[src/rtl/nvl_pkg.sv]
// package for the persistent latch bank: sizes, dominance codes, carriers
// assumes a single clock domain; no software-reachable registers
package nvl_pkg;
  localparam int NVL_COUNT = 16;
  localparam logic NVL_DOM_RESET = 1'h0;
  localparam logic NVL_DOM_SET = 1'h1;
  localparam logic [15:0] NVL_CLEAR_ALL = 16'h0000;
  localparam logic [1:0] NVL_SYNC_RESET = 2'h0;

  // persistent store handshake: restore word in at boot, save word out on change
  typedef struct packed {
    logic valid;
    logic [15:0] data;
  } nvl_word_type;

  typedef enum logic [2:0] {
    NVL_ST_RESET = 3'b001,
    NVL_ST_RESTORE = 3'b010,
    NVL_ST_RUN = 3'b100
  } nvl_state_type;
endpackage : nvl_pkg

[src/rtl/nvl_latch_cell.sv]
// one set/reset latch cell with selectable dominance
// assumes set and reset are already synchronous to clk
`timescale 1ns/1ps
module nvl_latch_cell
  import nvl_pkg::*;
(
  // state
  input wire logic current,
  // controls
  input wire logic dominance,
  input wire logic setIn,
  input wire logic resetIn,
  // result
  output logic nextState
);
  wire logic bothOn = setIn & resetIn;
  wire logic bothWin = (dominance == NVL_DOM_SET);
  assign nextState = bothOn ? bothWin :
                     setIn ? 1'b1 :
                     resetIn ? 1'b0 :
                     current;
endmodule : nvl_latch_cell

[src/rtl/nvl_latch_bank.sv]
// bank of sixteen persistent set/reset latches
// assumes an external non-volatile store restores a word at boot and takes
// every changed word; inputs are synchronous to clk
`timescale 1ns/1ps
// Summary of operation
// - sixteen independent latches, each own controls
// - state saved to and restored from store
// - dominance decides when set and reset together
// - set alone drives on high, off low
// - reset alone drives on low, off high
// - neither asserted keeps previous state
module nvl_latch_bank
  import nvl_pkg::*;
(
  // clock and reset
  input wire logic clk,
  input wire logic rst_b,
  // configuration and operands
  input wire logic [15:0] dominance,
  input wire logic [15:0] setIn,
  input wire logic [15:0] resetIn,
  // non-volatile store
  input wire nvl_word_type restore,
  output nvl_word_type save,
  // latch outputs
  output logic [15:0] latchOn,
  output logic [15:0] latchOff,
  output logic ready
);
  logic [1:0] syncRst_reg;
  wire logic rstLocal_b = syncRst_reg[1];

  always_ff @(posedge clk or negedge rst_b) begin
    if (!rst_b) begin
      syncRst_reg <= NVL_SYNC_RESET;
    end else begin
      syncRst_reg <= {syncRst_reg[0], 1'b1};
    end
  end

  nvl_state_type state_reg;
  nvl_state_type state_next;
  logic [15:0] store_reg;
  logic [15:0] store_next;
  logic [15:0] cellNext;

  // one cell per latch
  genvar gi;
  generate
    for (gi = 0; gi < NVL_COUNT; gi++) begin : g_cell
      nvl_latch_cell u_cell (
        .current(store_reg[gi]),
        .dominance(dominance[gi]),
        .setIn(setIn[gi]),
        .resetIn(resetIn[gi]),
        .nextState(cellNext[gi])
      );
    end
  endgenerate

  // wait for the store to hand back the saved word before running
  always_comb begin
    state_next = state_reg;
    store_next = store_reg;
    case (state_reg)
      NVL_ST_RESET: begin
        state_next = NVL_ST_RESTORE;
      end
      NVL_ST_RESTORE: begin
        if (restore.valid) begin
          store_next = restore.data;
          state_next = NVL_ST_RUN;
        end
      end
      NVL_ST_RUN: begin
        store_next = cellNext;
      end
      default: begin
        state_next = NVL_ST_RESET;
      end
    endcase
  end

  wire logic changed = (state_reg == NVL_ST_RUN) && (cellNext != store_reg);

  always_ff @(posedge clk or negedge rstLocal_b) begin
    if (!rstLocal_b) begin
      state_reg <= NVL_ST_RESET;
      store_reg <= NVL_CLEAR_ALL;
      latchOn <= NVL_CLEAR_ALL;
      // off reads all ones while waiting, so the pair stays complementary
      latchOff <= ~NVL_CLEAR_ALL;
      save <= '0;
      ready <= 1'b0;
    end else begin
      state_reg <= state_next;
      store_reg <= store_next;
      latchOn <= store_next;
      latchOff <= ~store_next;
      save.valid <= changed;
      save.data <= store_next;
      ready <= (state_next == NVL_ST_RUN);
    end
  end

  // every lane against its own truth table
  generate
    for (gi = 0; gi < NVL_COUNT; gi++) begin : g_check
      localparam int nbLane = (gi + 1) % NVL_COUNT;

    end
  endgenerate
endmodule : nvl_latch_bank

[config.mk]
export PLATFORM = sky130hd
export DESIGN_NAME = nvl_latch_bank
export DESIGN_NICKNAME = d
export VERILOG_FILES = /design/src/rtl/nvl_pkg.sv /design/src/rtl/nvl_latch_cell.sv /design/src/rtl/nvl_latch_bank.sv
export SDC_FILE = /design/constraint.sdc
export NUM_CORES = 1
export LEC_CHECK = 0
export BUFFER_PORTS_ARGS = -buffer_cell sky130_fd_sc_hd__buf_2
export CORE_ASPECT_RATIO = 1.1
export CORE_MARGIN = 2
export CORE_UTILIZATION = 40
export CTS_BUF_LIST = sky130_fd_sc_hd__clkbuf_16
export DETAILED_ROUTE_END_ITERATION = 16
export PLACE_DENSITY = 0.75
export SLEW_MARGIN = 20
export SYNTH_ARGS = -nofsm -noshare
export SYNTH_HDL_FRONTEND = slang
export SYNTH_SLANG_ARGS = --single-unit
[constraint.sdc]
create_clock -name clk -period 1.6 [get_ports clk]
set_clock_uncertainty 0.15 [all_clocks]
set_input_delay 0.16 -clock clk [delete_from_list [all_inputs] [get_ports clk]]
set_output_delay 0.16 -clock clk [all_outputs]
set_load 0.05 [all_outputs]
==> run_results.csv, run 1 <==
group,metric,value,unit
synth,synth_top_area_cell,"dfrtp_1",
min_path,min-delay-start,"restore[3]",
synth,syn-instance-count,233,
synth,synth_ff_type,"dfrtp_1",
power,p_comb_share,59.5,%
floorplan,ioPinCount,117,
power,p_clk_share,13.7,%
synth,synth_xor_area_share,0.400,%
sta,setup_viol,27,
sta,worst_slack,-0.126,ns
layout,antennaDiodeCount,0,
power,power.switching,3790,uW
global_routing,grt_pass1_vias,1960,
placement,dp_hpwl,4280,um
power,ir_drop,0.975,mV
critical_path,timing.rr.end,"store_reg[14]",
layout,multi_input_area,848,um^2
synth,synth_async_sr_flop_share,100,%
global_routing,grt_use_total,19.4,%
power,power_leakage,0.00157,uW
clock_network,cts_tree,"done",
floorplan,core-area,5330,um^2
global_routing,antenna_found_initial,0,
layout,layout.nets,423,
synth,ys_seq_area_share,45.6,%
sta,max_freq,579,MHz
critical_path,worstPathArrival,1.73,ns
detailed_routing,first_pass_iters,5,
sta,rsz0062_at_grt,"true",
floorplan,dieArea,6080,um^2
sta,min_period,1.73,ns
synth,synth_compound_area_share,18.9,%
critical_path,r2r_start,"state_reg[2]",
power,power_density,2280,nW/um^2
critical_path,r2r_cells,6,
sta,slew_violations,0,
detailed_routing,drc,0,
power,switching_share,52.7,%
layout,seqCellArea,997,um^2
synth,netlist.area_leader.share,25.2,%
sta,worst_pin_slew,0.629,ns
synth,synth_nets,300,
clock_network,insertion_delay,0.28,ns
floorplan,die_w,74.5,um
min_path,hold_class,"input pin to flop",
synth,synth-seq-cells,39,
synth,synth_area_per_cell,9.39,um^2
synth,post-synth-top-count-cell,"buf_4",
layout,area_delta_synth_final,43.8,%
power,internal_power,3400,uW
detailed_routing,drt-vias-per-instance,4.82,
detailed_routing,vias,2083,
synth,synth-simple-area-share,15.8,%
global_routing,grt_max_degree,38,
min_path,worstHoldPathCells,2,
sta,slew_headroom,57.9,%
critical_path,crit_path_end_kind,"flop",
synth,synth_cell_types,34,
layout,final_cells,432,
layout,fill_cells,477,
min_path,hold_end,"store_reg[3]",
sta,fin_setup_tns,-1.68,ns
synth,synthAdderAreaFrac,0,%
power,power_frac_seq,26.9,%
synth,ys_top_cells_by_area,"dfrtp_1, dfstp_2, buf_4",
synth,yosys_warnings,0,
sta,final.period_utilization,108,%
global_routing,grt_pass1_wl,8870,um
critical_path,cp_max_fo,6,
clock_network,cts_buffer_depth,2,
clock_network,clkSinkCount,39,
detailed_routing,wire_per_inst,13.5,um
detailed_routing,drtAntennaViolNets,0,
critical_path,cp-start-kind,"flop",
synth,synth_area,2190,um^2
synth,synthTopCellsByCount,"buf_4, inv_1, dfrtp_1",
clock_network,clkTransAtPathRegs,0.06,ns
placement,io_buffers,116,
floorplan,start_util,41.1,%
global_routing,grt_overflow_total,0,
sta,finalHoldViolations,0,
synth,synth.area.mux_share,0,%
floorplan,fp-row-count,28,
placement,dp_cells,396,
floorplan,die_h,81.6,um
run,maxCapViolations,0,
clock_network,cts_max_level,2,
critical_path,ff2ff_setup_slack,-0.13,ns
synth,synth_top_family_by_area,"buffers and inverters",
critical_path,critPathKind,"flop to flop",
clock_network,cts-root-buf,"clkbuf_16",
critical_path,required,1.61,ns
synth,synth_edf_count,0,
detailed_routing,drt_iter0_markers,46,
clock_network,cts_made_buffers,5,
placement,gp_congestion,0.755,
detailed_routing,routed_wl,5810,um
run_status,violations,"negative setup slack",
run_status,status,"finished with violations",
layout,layout-drive-gt1-share,51.0,%
[cells in the final DEF (no fill, tap or decap), types with 3 or more instances in the layout]
cell	instances
a21boi_0	8
a221o_1	7
a221o_2	6
buf_2	116
buf_4	17
buf_6	4
clkbuf_16	5
dfrtp_1	22
dfstp_2	17
dlygate4sd3_1	17
inv_1	26
nand2_1	11
nand2b_1	7
nand3_1	8
nand3b_1	8
nand4_1	3
nor2_1	17
nor3_1	5
nor3_2	3
o21ai_0	16
o21ai_1	5
[worst max-delay path by stage]
stage	startpoint	endpoint	slack (ns)	cells past startpoint
after global placement	state_reg[2]	store_reg[8]	-0.27	3
final	state_reg[2]	store_reg[14]	-0.13	6
after CTS	state_reg[0]	store_reg[8]	-0.01	6
after floorplan	state_reg[0]	store_reg[8]	-0.05	7
after detailed placement	state_reg[2]	store_reg[8]	-0.29	3
after global routing	state_reg[2]	store_reg[8]	-0.18	6
[area by class of cell]
cell class | count | share of cell area, %
Clock buffer | 5 | 3.98
Timing Repair Buffer | 155 | 29.8
Inverter | 28 | 3.74
Clock inverter | 3 | 0.756
Tap cell | 75 | 2.98
Sequential cell | 39 | 31.7
Multi-Input combinational cell | 127 | 27.0
[critical path, stage by stage, from the launching register on]
cell	delay (ns)
dfrtp_1	0.41
nand3b_1	0.21
a21o_4	0.27
clkinv_8	0.06
buf_4	0.11
o21ai_1	0.06
a221o_1	0.33
[timing repair]
action | 4_1_cts | 5_1_grt
hold buffers | 17 | 0
buffers inserted | 5 | 7
resized for setup | 10 | 14
cloned | 0 | 0
setup endpoints to repair | 32 | 32
hold endpoints to repair | 27 | 0
pin swaps | 5 | 9
[cells by family after synthesis]
| kind of cell | after synthesis |
|---|---|
| and+or+nand+nor | 68 |
| other | 1 |
| xor gates and xnor gates | 1 |
| AOI/OAI and AO/OA | 57 |
| buffers and inverters | 67 |
| DFF | 39 |
[power by group through the flow]
stage	Combinational [uW]	Sequential [uW]	Clock (uW)
floorplan	2840	2630	0
global placement	3890	1920	0
detailed placement	3950	1940	0
CTS	4160	1930	993
global route	4530	2000	1040
finish	4270	1930	981
[layer usage]
metal | part of all wire, % | up-vias | wire (um) | track usage (%)
li1 | - | 1020 | - | -
met1 | 40 | 979 | 2340 | 22.3
met2 | 54 | 75 | 3120 | 35.6
met3 | 4.9 | 9 | 282 | 4.54
met4 | 1.3 | 0 | 73 | 5.71
met5 | 0 | - | 0 | 0
[stage by stage]
step                power (uW)  setup slack, ns  area (um^2)  hold slack [ns]  utilization, %
floorplan                 5480          -0.0492         2210           -0.286               -
global placement          5820           -0.272         2670           -0.204            50.0
detailed placement        5890           -0.287         2670           -0.201            50.0
CTS                       7080          -0.0108         3070          0.00245            57.7
global route              7570           -0.182         3140           0.0139            59.0
finish                    7180           -0.126         3140          0.00515            59.0
(Power assumes the default switching activity.)
==> run 2, diff against run 1 <==
--- a/config.mk
+++ b/config.mk
@@ -5,13 +5,14 @@
 export SDC_FILE = /design/constraint.sdc
 export NUM_CORES = 1
 export LEC_CHECK = 0
+export ABC_AREA = 1
 export BUFFER_PORTS_ARGS = -buffer_cell sky130_fd_sc_hd__buf_2
 export CORE_ASPECT_RATIO = 1.1
 export CORE_MARGIN = 2
 export CORE_UTILIZATION = 40
 export CTS_BUF_LIST = sky130_fd_sc_hd__clkbuf_16
 export DETAILED_ROUTE_END_ITERATION = 16
-export PLACE_DENSITY = 0.75
+export PLACE_DENSITY = 0.74
 export SLEW_MARGIN = 20
 export SYNTH_ARGS = -nofsm -noshare
 export SYNTH_HDL_FRONTEND = slang
==> run_results.csv, run 2 <==
group,metric,value,unit
synth,synth_nets,359,
clock_network,cts_max_level,2,
global_routing,grt_pass1_vias,2078,
critical_path,crit_path_start,"state_reg[0]",
synth,ys_seq_area_share,43.0,%
run_status,status,"finished with violations",
synth,synth_async_sr_flop_share,100,%
sta,setup_viol,27,
synth,ys_top_cells_by_area,"dfrtp_1, dfstp_2, buf_4",
critical_path,required,1.65,ns
detailed_routing,wl_met2,2930,um
global_routing,grt_use_total,18.0,%
synth,yosys_warnings,0,
sta,min_period,1.72,ns
synth,synth_area,2320,um^2
sta,fin_setup_tns,-1.09,ns
placement,gp_congestion,0.771,
detailed_routing,drt-met1-wl,2360,um
run_status,violations,"negative setup slack",
sta,max_freq,581,MHz
layout,stdcell_area,3180,um^2
placement,dp_hpwl,4400,um
detailed_routing,drt-vias-per-instance,4.68,
sta,slew_violations,0,
critical_path,crit_end,"latchOff[11]",
global_routing,antenna_found_initial,0,
sta,holdWs,0.0104,ns
floorplan,die_w,76.6,um
clock_network,cts_tree,"done",
detailed_routing,routed-wl-met3,396,um
synth,synth_top_area_cell,"dfrtp_1",
floorplan,die_h,83.9,um
detailed_routing,vias,2252,
critical_path,cp_max_fo,6,
critical_path,worstPathArrival,1.78,ns
sta,finalHoldViolations,0,
critical_path,timing.rr.end,"latchOff[11]",
detailed_routing,highest_layer,"met4",
critical_path,r2r_start,"state_reg[0]",
min_path,min-delay-start,"restore[13]",
power,ir_drop,1.01,mV
detailed_routing,drtAntennaViolNets,0,
floorplan,start_util,40.7,%
layout,layout.nets,470,
critical_path,r2r_cells,10,
clock_network,clkSinkCount,39,
global_routing,grt_pass1_wl,9110,um
clock_network,cts_made_buffers,5,
synth,synthTopCellsByCount,"inv_1, nand2_1, buf_4",
floorplan,core-area,5700,um^2
clock_network,clkTransAtPathRegs,0.05,ns
clock_network,cts-root-buf,"clkbuf_16",
placement,io_buffers,116,
critical_path,critPathKind,"flop to flop",
run,maxCapViolations,0,
critical_path,cp-start-kind,"flop",
floorplan,ioPinCount,117,
layout,area_delta_synth_final,37.0,%
min_path,hold_class,"input pin to flop",
detailed_routing,drt_iter0_markers,79,
detailed_routing,routed_wl,5740,um
sta,worst_slack,-0.122,ns
global_routing,grt_max_degree,38,
power,power_leakage,0.00169,uW
power,power_density,1990,nW/um^2
clock_network,cts_buffer_depth,2,
synth,post-synth-top-count-cell,"inv_1",
global_routing,grt_overflow_total,0,
layout,antennaDiodeCount,0,
synth,synth_cell_types,26,
synth,synth_ff_type,"dfrtp_1",
critical_path,ff2ff_setup_slack,-0.12,ns
clock_network,insertion_delay,0.27,ns
min_path,worstHoldPathCells,3,
layout,final_cell_mix,"buf_2, inv_1, nand2_1",
synth,synth-seq-cells,39,
synth,syn-instance-count,292,
floorplan,dieArea,6430,um^2
layout,final_common_cell,"buf_2",
layout,finish.utilization,55.8,%
synth,netlist.area_leader.share,23.7,%
sta,rsz0062_at_grt,"true",
critical_path,crit_path_end_kind,"flop",
synth,synth_edf_count,0,
detailed_routing,first_pass_iters,4,
detailed_routing,drc,0,
placement,placed_cell_area,2820,um^2
detailed_routing,wire_per_inst,11.9,um
sta,final.period_utilization,108,%
placement,place_ws,-0.298,ns
synth,synth_area_per_cell,7.95,um^2
layout,layout-drive-gt1-share,47.5,%
floorplan,fp-row-count,29,
[run 2: cell types whose count changed after synthesis, moves of 6 or more]
cell	before	now
nand2b_1	8	0
nand3b_1	8	0
nor3_1	8	1
a21oi_1	2	13
nand2_1	11	46
a221o_1	7	0
o21ai_2	0	9
inv_1	27	52
a221o_2	6	0
nand3_1	8	25
or2_2	0	9
a21boi_0	8	0
a31oi_1	1	12
[run 2: power by group]
| group | leakage [uW] | internal (uW) | switching (uW) | total (uW) |
|---|---|---|---|---|
| clock | 0.0000762 | 562 | 347 | 909 |
| sequential | 0.000464 | 1420 | 207 | 1630 |
| combinational | 0.00115 | 1160 | 2640 | 3800 |
[run 2: how the worst min path moves through the flow]
stage / end / slack (ns)
3_3_place_gp: syncRst_reg[0] / -0.20
5_1_grt: store_reg[13] / 0.02
6_report: store_reg[13] / 0.01
4_1_cts: store_reg[13] / 0.002
3_5_place_dp: syncRst_reg[1] / -0.20
2_1_floorplan: syncRst_reg[0] / -0.29
[run 2: repair_timing]
item / CTS / global route
setup endpoints to repair: 33 / 33
setup buffers: 5 / 3
gates resized for setup: 15 / 10
gates cloned: 0 / 0
hold buffers: 8 / 0
pin swaps: 3 / 5
hold endpoints to repair: 13 / 0
[run 2: metal layers]
layer	track usage (%)	up-vias
met1	22.6	1032
met4	4.96	0
met3	3.90	6
li1	-	1122
met2	31.2	92
met5	0	-
[run 2: metrics by stage]
step	cells	total power, uW
finish	481	6340
global route	481	6670
CTS	479	6270
detailed placement	458	4980
global placement	458	4920
floorplan	292	4500
[run 2: area by class of cell]
class | count | area, um^2
sequential | 39 | 998
multi-input combinational | 161 | 918
clock inverter | 3 | 12.5
inverter | 55 | 209
clock buffer | 5 | 125
fill | 547 | 2520
tap | 77 | 96.3
timing repair buffer | 141 | 820
[run 2: worst max-delay path: stages, from the launching register on]
cell,delay (ns)
dfstp_2,0.54
inv_2,0.06
buf_6,0.11
nand3_4,0.08
inv_4,0.04
nor3_4,0.17
nor2_4,0.06
buf_6,0.14
buf_12,0.13
o21ai_4,0.12
inv_1,0.05
[run 2: cell families (layout without fill, tap and decap cells)]
group	count (synthesis)	in the layout	synth area share (%)
compound gates	58	58	16.2
simple gates	102	102	20.3
flops	39	39	43.0
buf+inv	92	204	20.4
other cells	1	1	0.162
==> run 3, diff against run 2 <==
--- a/config.mk
+++ b/config.mk
@@ -12,8 +12,9 @@
 export CORE_UTILIZATION = 40
 export CTS_BUF_LIST = sky130_fd_sc_hd__clkbuf_16
 export DETAILED_ROUTE_END_ITERATION = 16
-export PLACE_DENSITY = 0.74
-export SLEW_MARGIN = 20
+export PLACE_DENSITY = 0.73
+export SLEW_MARGIN = 5
 export SYNTH_ARGS = -nofsm -noshare
 export SYNTH_HDL_FRONTEND = slang
+export SYNTH_HIERARCHICAL = 1
 export SYNTH_SLANG_ARGS = --single-unit
==> run_results.csv, run 3 <==
group,metric,value,unit
critical_path,path_buf_inv,1,
detailed_routing,routed_wl,5390,um
critical_path,cpPeakStageDelay,0.43,ns
placement,dp_hpwl,4060,um
critical_path,critPathKind,"flop to flop",
floorplan,ioPinCount,117,
global_routing,grt_max_degree,31,
synth,ys_top_cells_by_area,"dfrtp_1, nand2_1, dfstp_2",
clock_network,cts_buffer_depth,2,
critical_path,cp-start-kind,"flop",
critical_path,crit_path_frequent_cell,"nor2_8",
detailed_routing,drt_iter0_markers,98,
detailed_routing,first_pass_iters,4,
floorplan,fp-row-count,29,
floorplan,dieArea,6590,um^2
layout,multi_input_area,923,um^2
critical_path,crit_path_end_kind,"flop",
synth,synth_cell_types,22,
layout,layout.nets,521,
sta,min_period,1.54,ns
clock_network,insertion_delay,0.27,ns
critical_path,cp_max_fo,6,
sta,slew_violations,0,
floorplan,die_w,77.6,um
synth,netlist.area_leader.share,23.1,%
detailed_routing,drc,0,
synth,ys_seq_area_share,41.9,%
synth,yosys_warnings,6,
synth,synth_async_sr_flop_share,100,%
sta,finalHoldViolations,0,
critical_path,cpMaxStageDelayCell,"dfrtp_1",
clock_network,cts_tree,"done",
synth,post-synth-top-count-cell,"nand2_1",
clock_network,clkSinkCount,39,
critical_path,worst-path-stages,6,
layout,seqCellArea,998,um^2
sta,final.period_utilization,96.1,%
floorplan,core-area,5770,um^2
layout,fill_cells,569,
global_routing,grt_pass1_wl,9030,um
global_routing,antenna_found_initial,0,
power,power.total,6960,uW
detailed_routing,vias,2285,
detailed_routing,drtAntennaViolNets,0,
synth,synth-seq-cells,39,
min_path,hold_class,"input pin to flop",
synth,syn-instance-count,336,
power,ir_drop,1.26,mV
layout,finish.utilization,56.0,%
global_routing,grt_overflow_total,0,
clock_network,cts_made_buffers,5,
floorplan,start_util,41.3,%
synth,synth_top_area_cell,"dfrtp_1",
synth,synthTopCellsByCount,"nand2_1, inv_1, nand3_1",
power,power_density,2160,nW/um^2
run_status,status,"complete, no violations",
placement,io_buffers,116,
sta,max_freq,650,MHz
clock_network,cts_max_level,2,
floorplan,die_h,84.9,um
detailed_routing,drt-vias-per-instance,4.30,
global_routing,grt_pass1_vias,2127,
layout,antennaDiodeCount,0,
run,maxCapViolations,0,
placement,gp_congestion,0.765,
global_routing,grt_use_total,16.8,%
synth,synth_ff_type,"dfrtp_1",
layout,area_delta_synth_final,35.5,%
synth,synth_area,2380,um^2
layout,final_cell_mix,"nand2_1, buf_2, inv_1",
layout,final_common_cell,"nand2_1",
power,power_leakage,0.00201,uW
critical_path,required,1.60,ns
critical_path,cp_top_family,"simple AND/OR/NAND/NOR gates",
clock_network,clkTransAtPathRegs,0.06,ns
clock_network,cts-root-buf,"clkbuf_16",
detailed_routing,wire_per_inst,10.1,um
layout,layout-drive-gt1-share,40.4,%
critical_path,path_cells,"nand3b_4 > nor2_8 > nor2_8 > buf_4 > nand2_2 > nand3_2",
sta,setup_viol,0,
synth,synth_edf_count,0,
critical_path,r2r_cells,6,
synth,synth_area_per_cell,7.09,um^2
synth,synth_nets,403,
critical_path,worstPathArrival,1.54,ns
min_path,worstHoldPathCells,4,
[run 3: changes by cell type after synthesis, moves of 7 or more]
cell     change
a21oi_1     -12
a31oi_1     -12
buf_4       -15
inv_1       +16
nand2_1     +81
nand2_2      +9
nand3_2      +7
o21ai_0     -16
o21ai_2      -9
or2_2        -9
[run 3: repair_timing]
item,CTS,global route
buffers inserted,0,6
gates resized for setup,0,1
hold buffers,3,0
endpoints found under the setup margin,0,22
endpoints found under the hold margin,7,0
[run 3: cells by family (layout without fill, tap and decap cells)]
| group | after synthesis | in the layout | synth area share (%) |
|---|---|---|---|
| xor gates and xnor gates | 1 | 1 | 0.368 |
| other | 1 | 1 | 0.157 |
| AOI/OAI and AO/OA | 2 | 2 | 0.525 |
| and+or+nand+nor | 196 | 196 | 37.7 |
| buffers and inverters | 97 | 216 | 19.4 |
| DFF | 39 | 39 | 41.9 |
[run 3: worst paths after layout]
path / from / endpoint / slack [ns]
max in group asynchronous: syncRst_reg[1] / store_reg[14] / 0.52
hold reg to reg: syncRst_reg[1] / latchOff[11] / 0.13
setup / recovery: state_reg[2] / store_reg[12] / 0.06
hold / removal: restore[15] / latchOff[15] / 0.01
setup reg to reg: state_reg[2] / store_reg[12] / 0.06
min in group asynchronous: rst_b / syncRst_reg[0] / 0.05
[run 3: metrics by stage]
step                cell area (um^2)  setup slack [ns]  setup TNS, ns  std cells  hold slack, ns
floorplan                       2380            0.0216              0        336          -0.286
global placement                2950             0.106              0        515          -0.204
detailed placement              2950            0.0509              0        515          -0.204
CTS                             3170            0.0270              0        526         0.00940
global route                    3230           -0.0159        -0.0697        532          0.0278
finish                          3230            0.0622              0        532          0.0116
[run 3: tightest hold or removal path: stages]
cell and delay [ns]:
buf_2 0.08, nand3_1 0.08, nand3_2 0.09, inv_2 0.03
[run 3: where the power goes]
part           switching (uW)  internal (uW)  leakage [uW]
registers                 308           1490      0.000468
clock network             369            887     0.0000952
logic                    2910            999       0.00145
total                    3580           3380       0.00201
[run 3: final cells by class]
| cell class | instances | share of cell area [%] |
|---|---|---|
| Clock buffer | 5 | 3.88 |
| Clock inverter | 3 | 1.98 |
| Inverter | 77 | 9.03 |
| Multi-Input combinational cell | 200 | 28.6 |
| Sequential cell | 39 | 30.9 |
| Tap cell | 77 | 2.98 |
| Timing Repair Buffer | 131 | 22.6 |
[run 3: metal layers]
layer,global-route usage (%),vias up,wire (um)
met1,19.8,1014,2160
met4,4.87,0,45
met2,30.6,79,2790
met3,3.72,5,391
met5,0,-,0
li1,-,1187,-
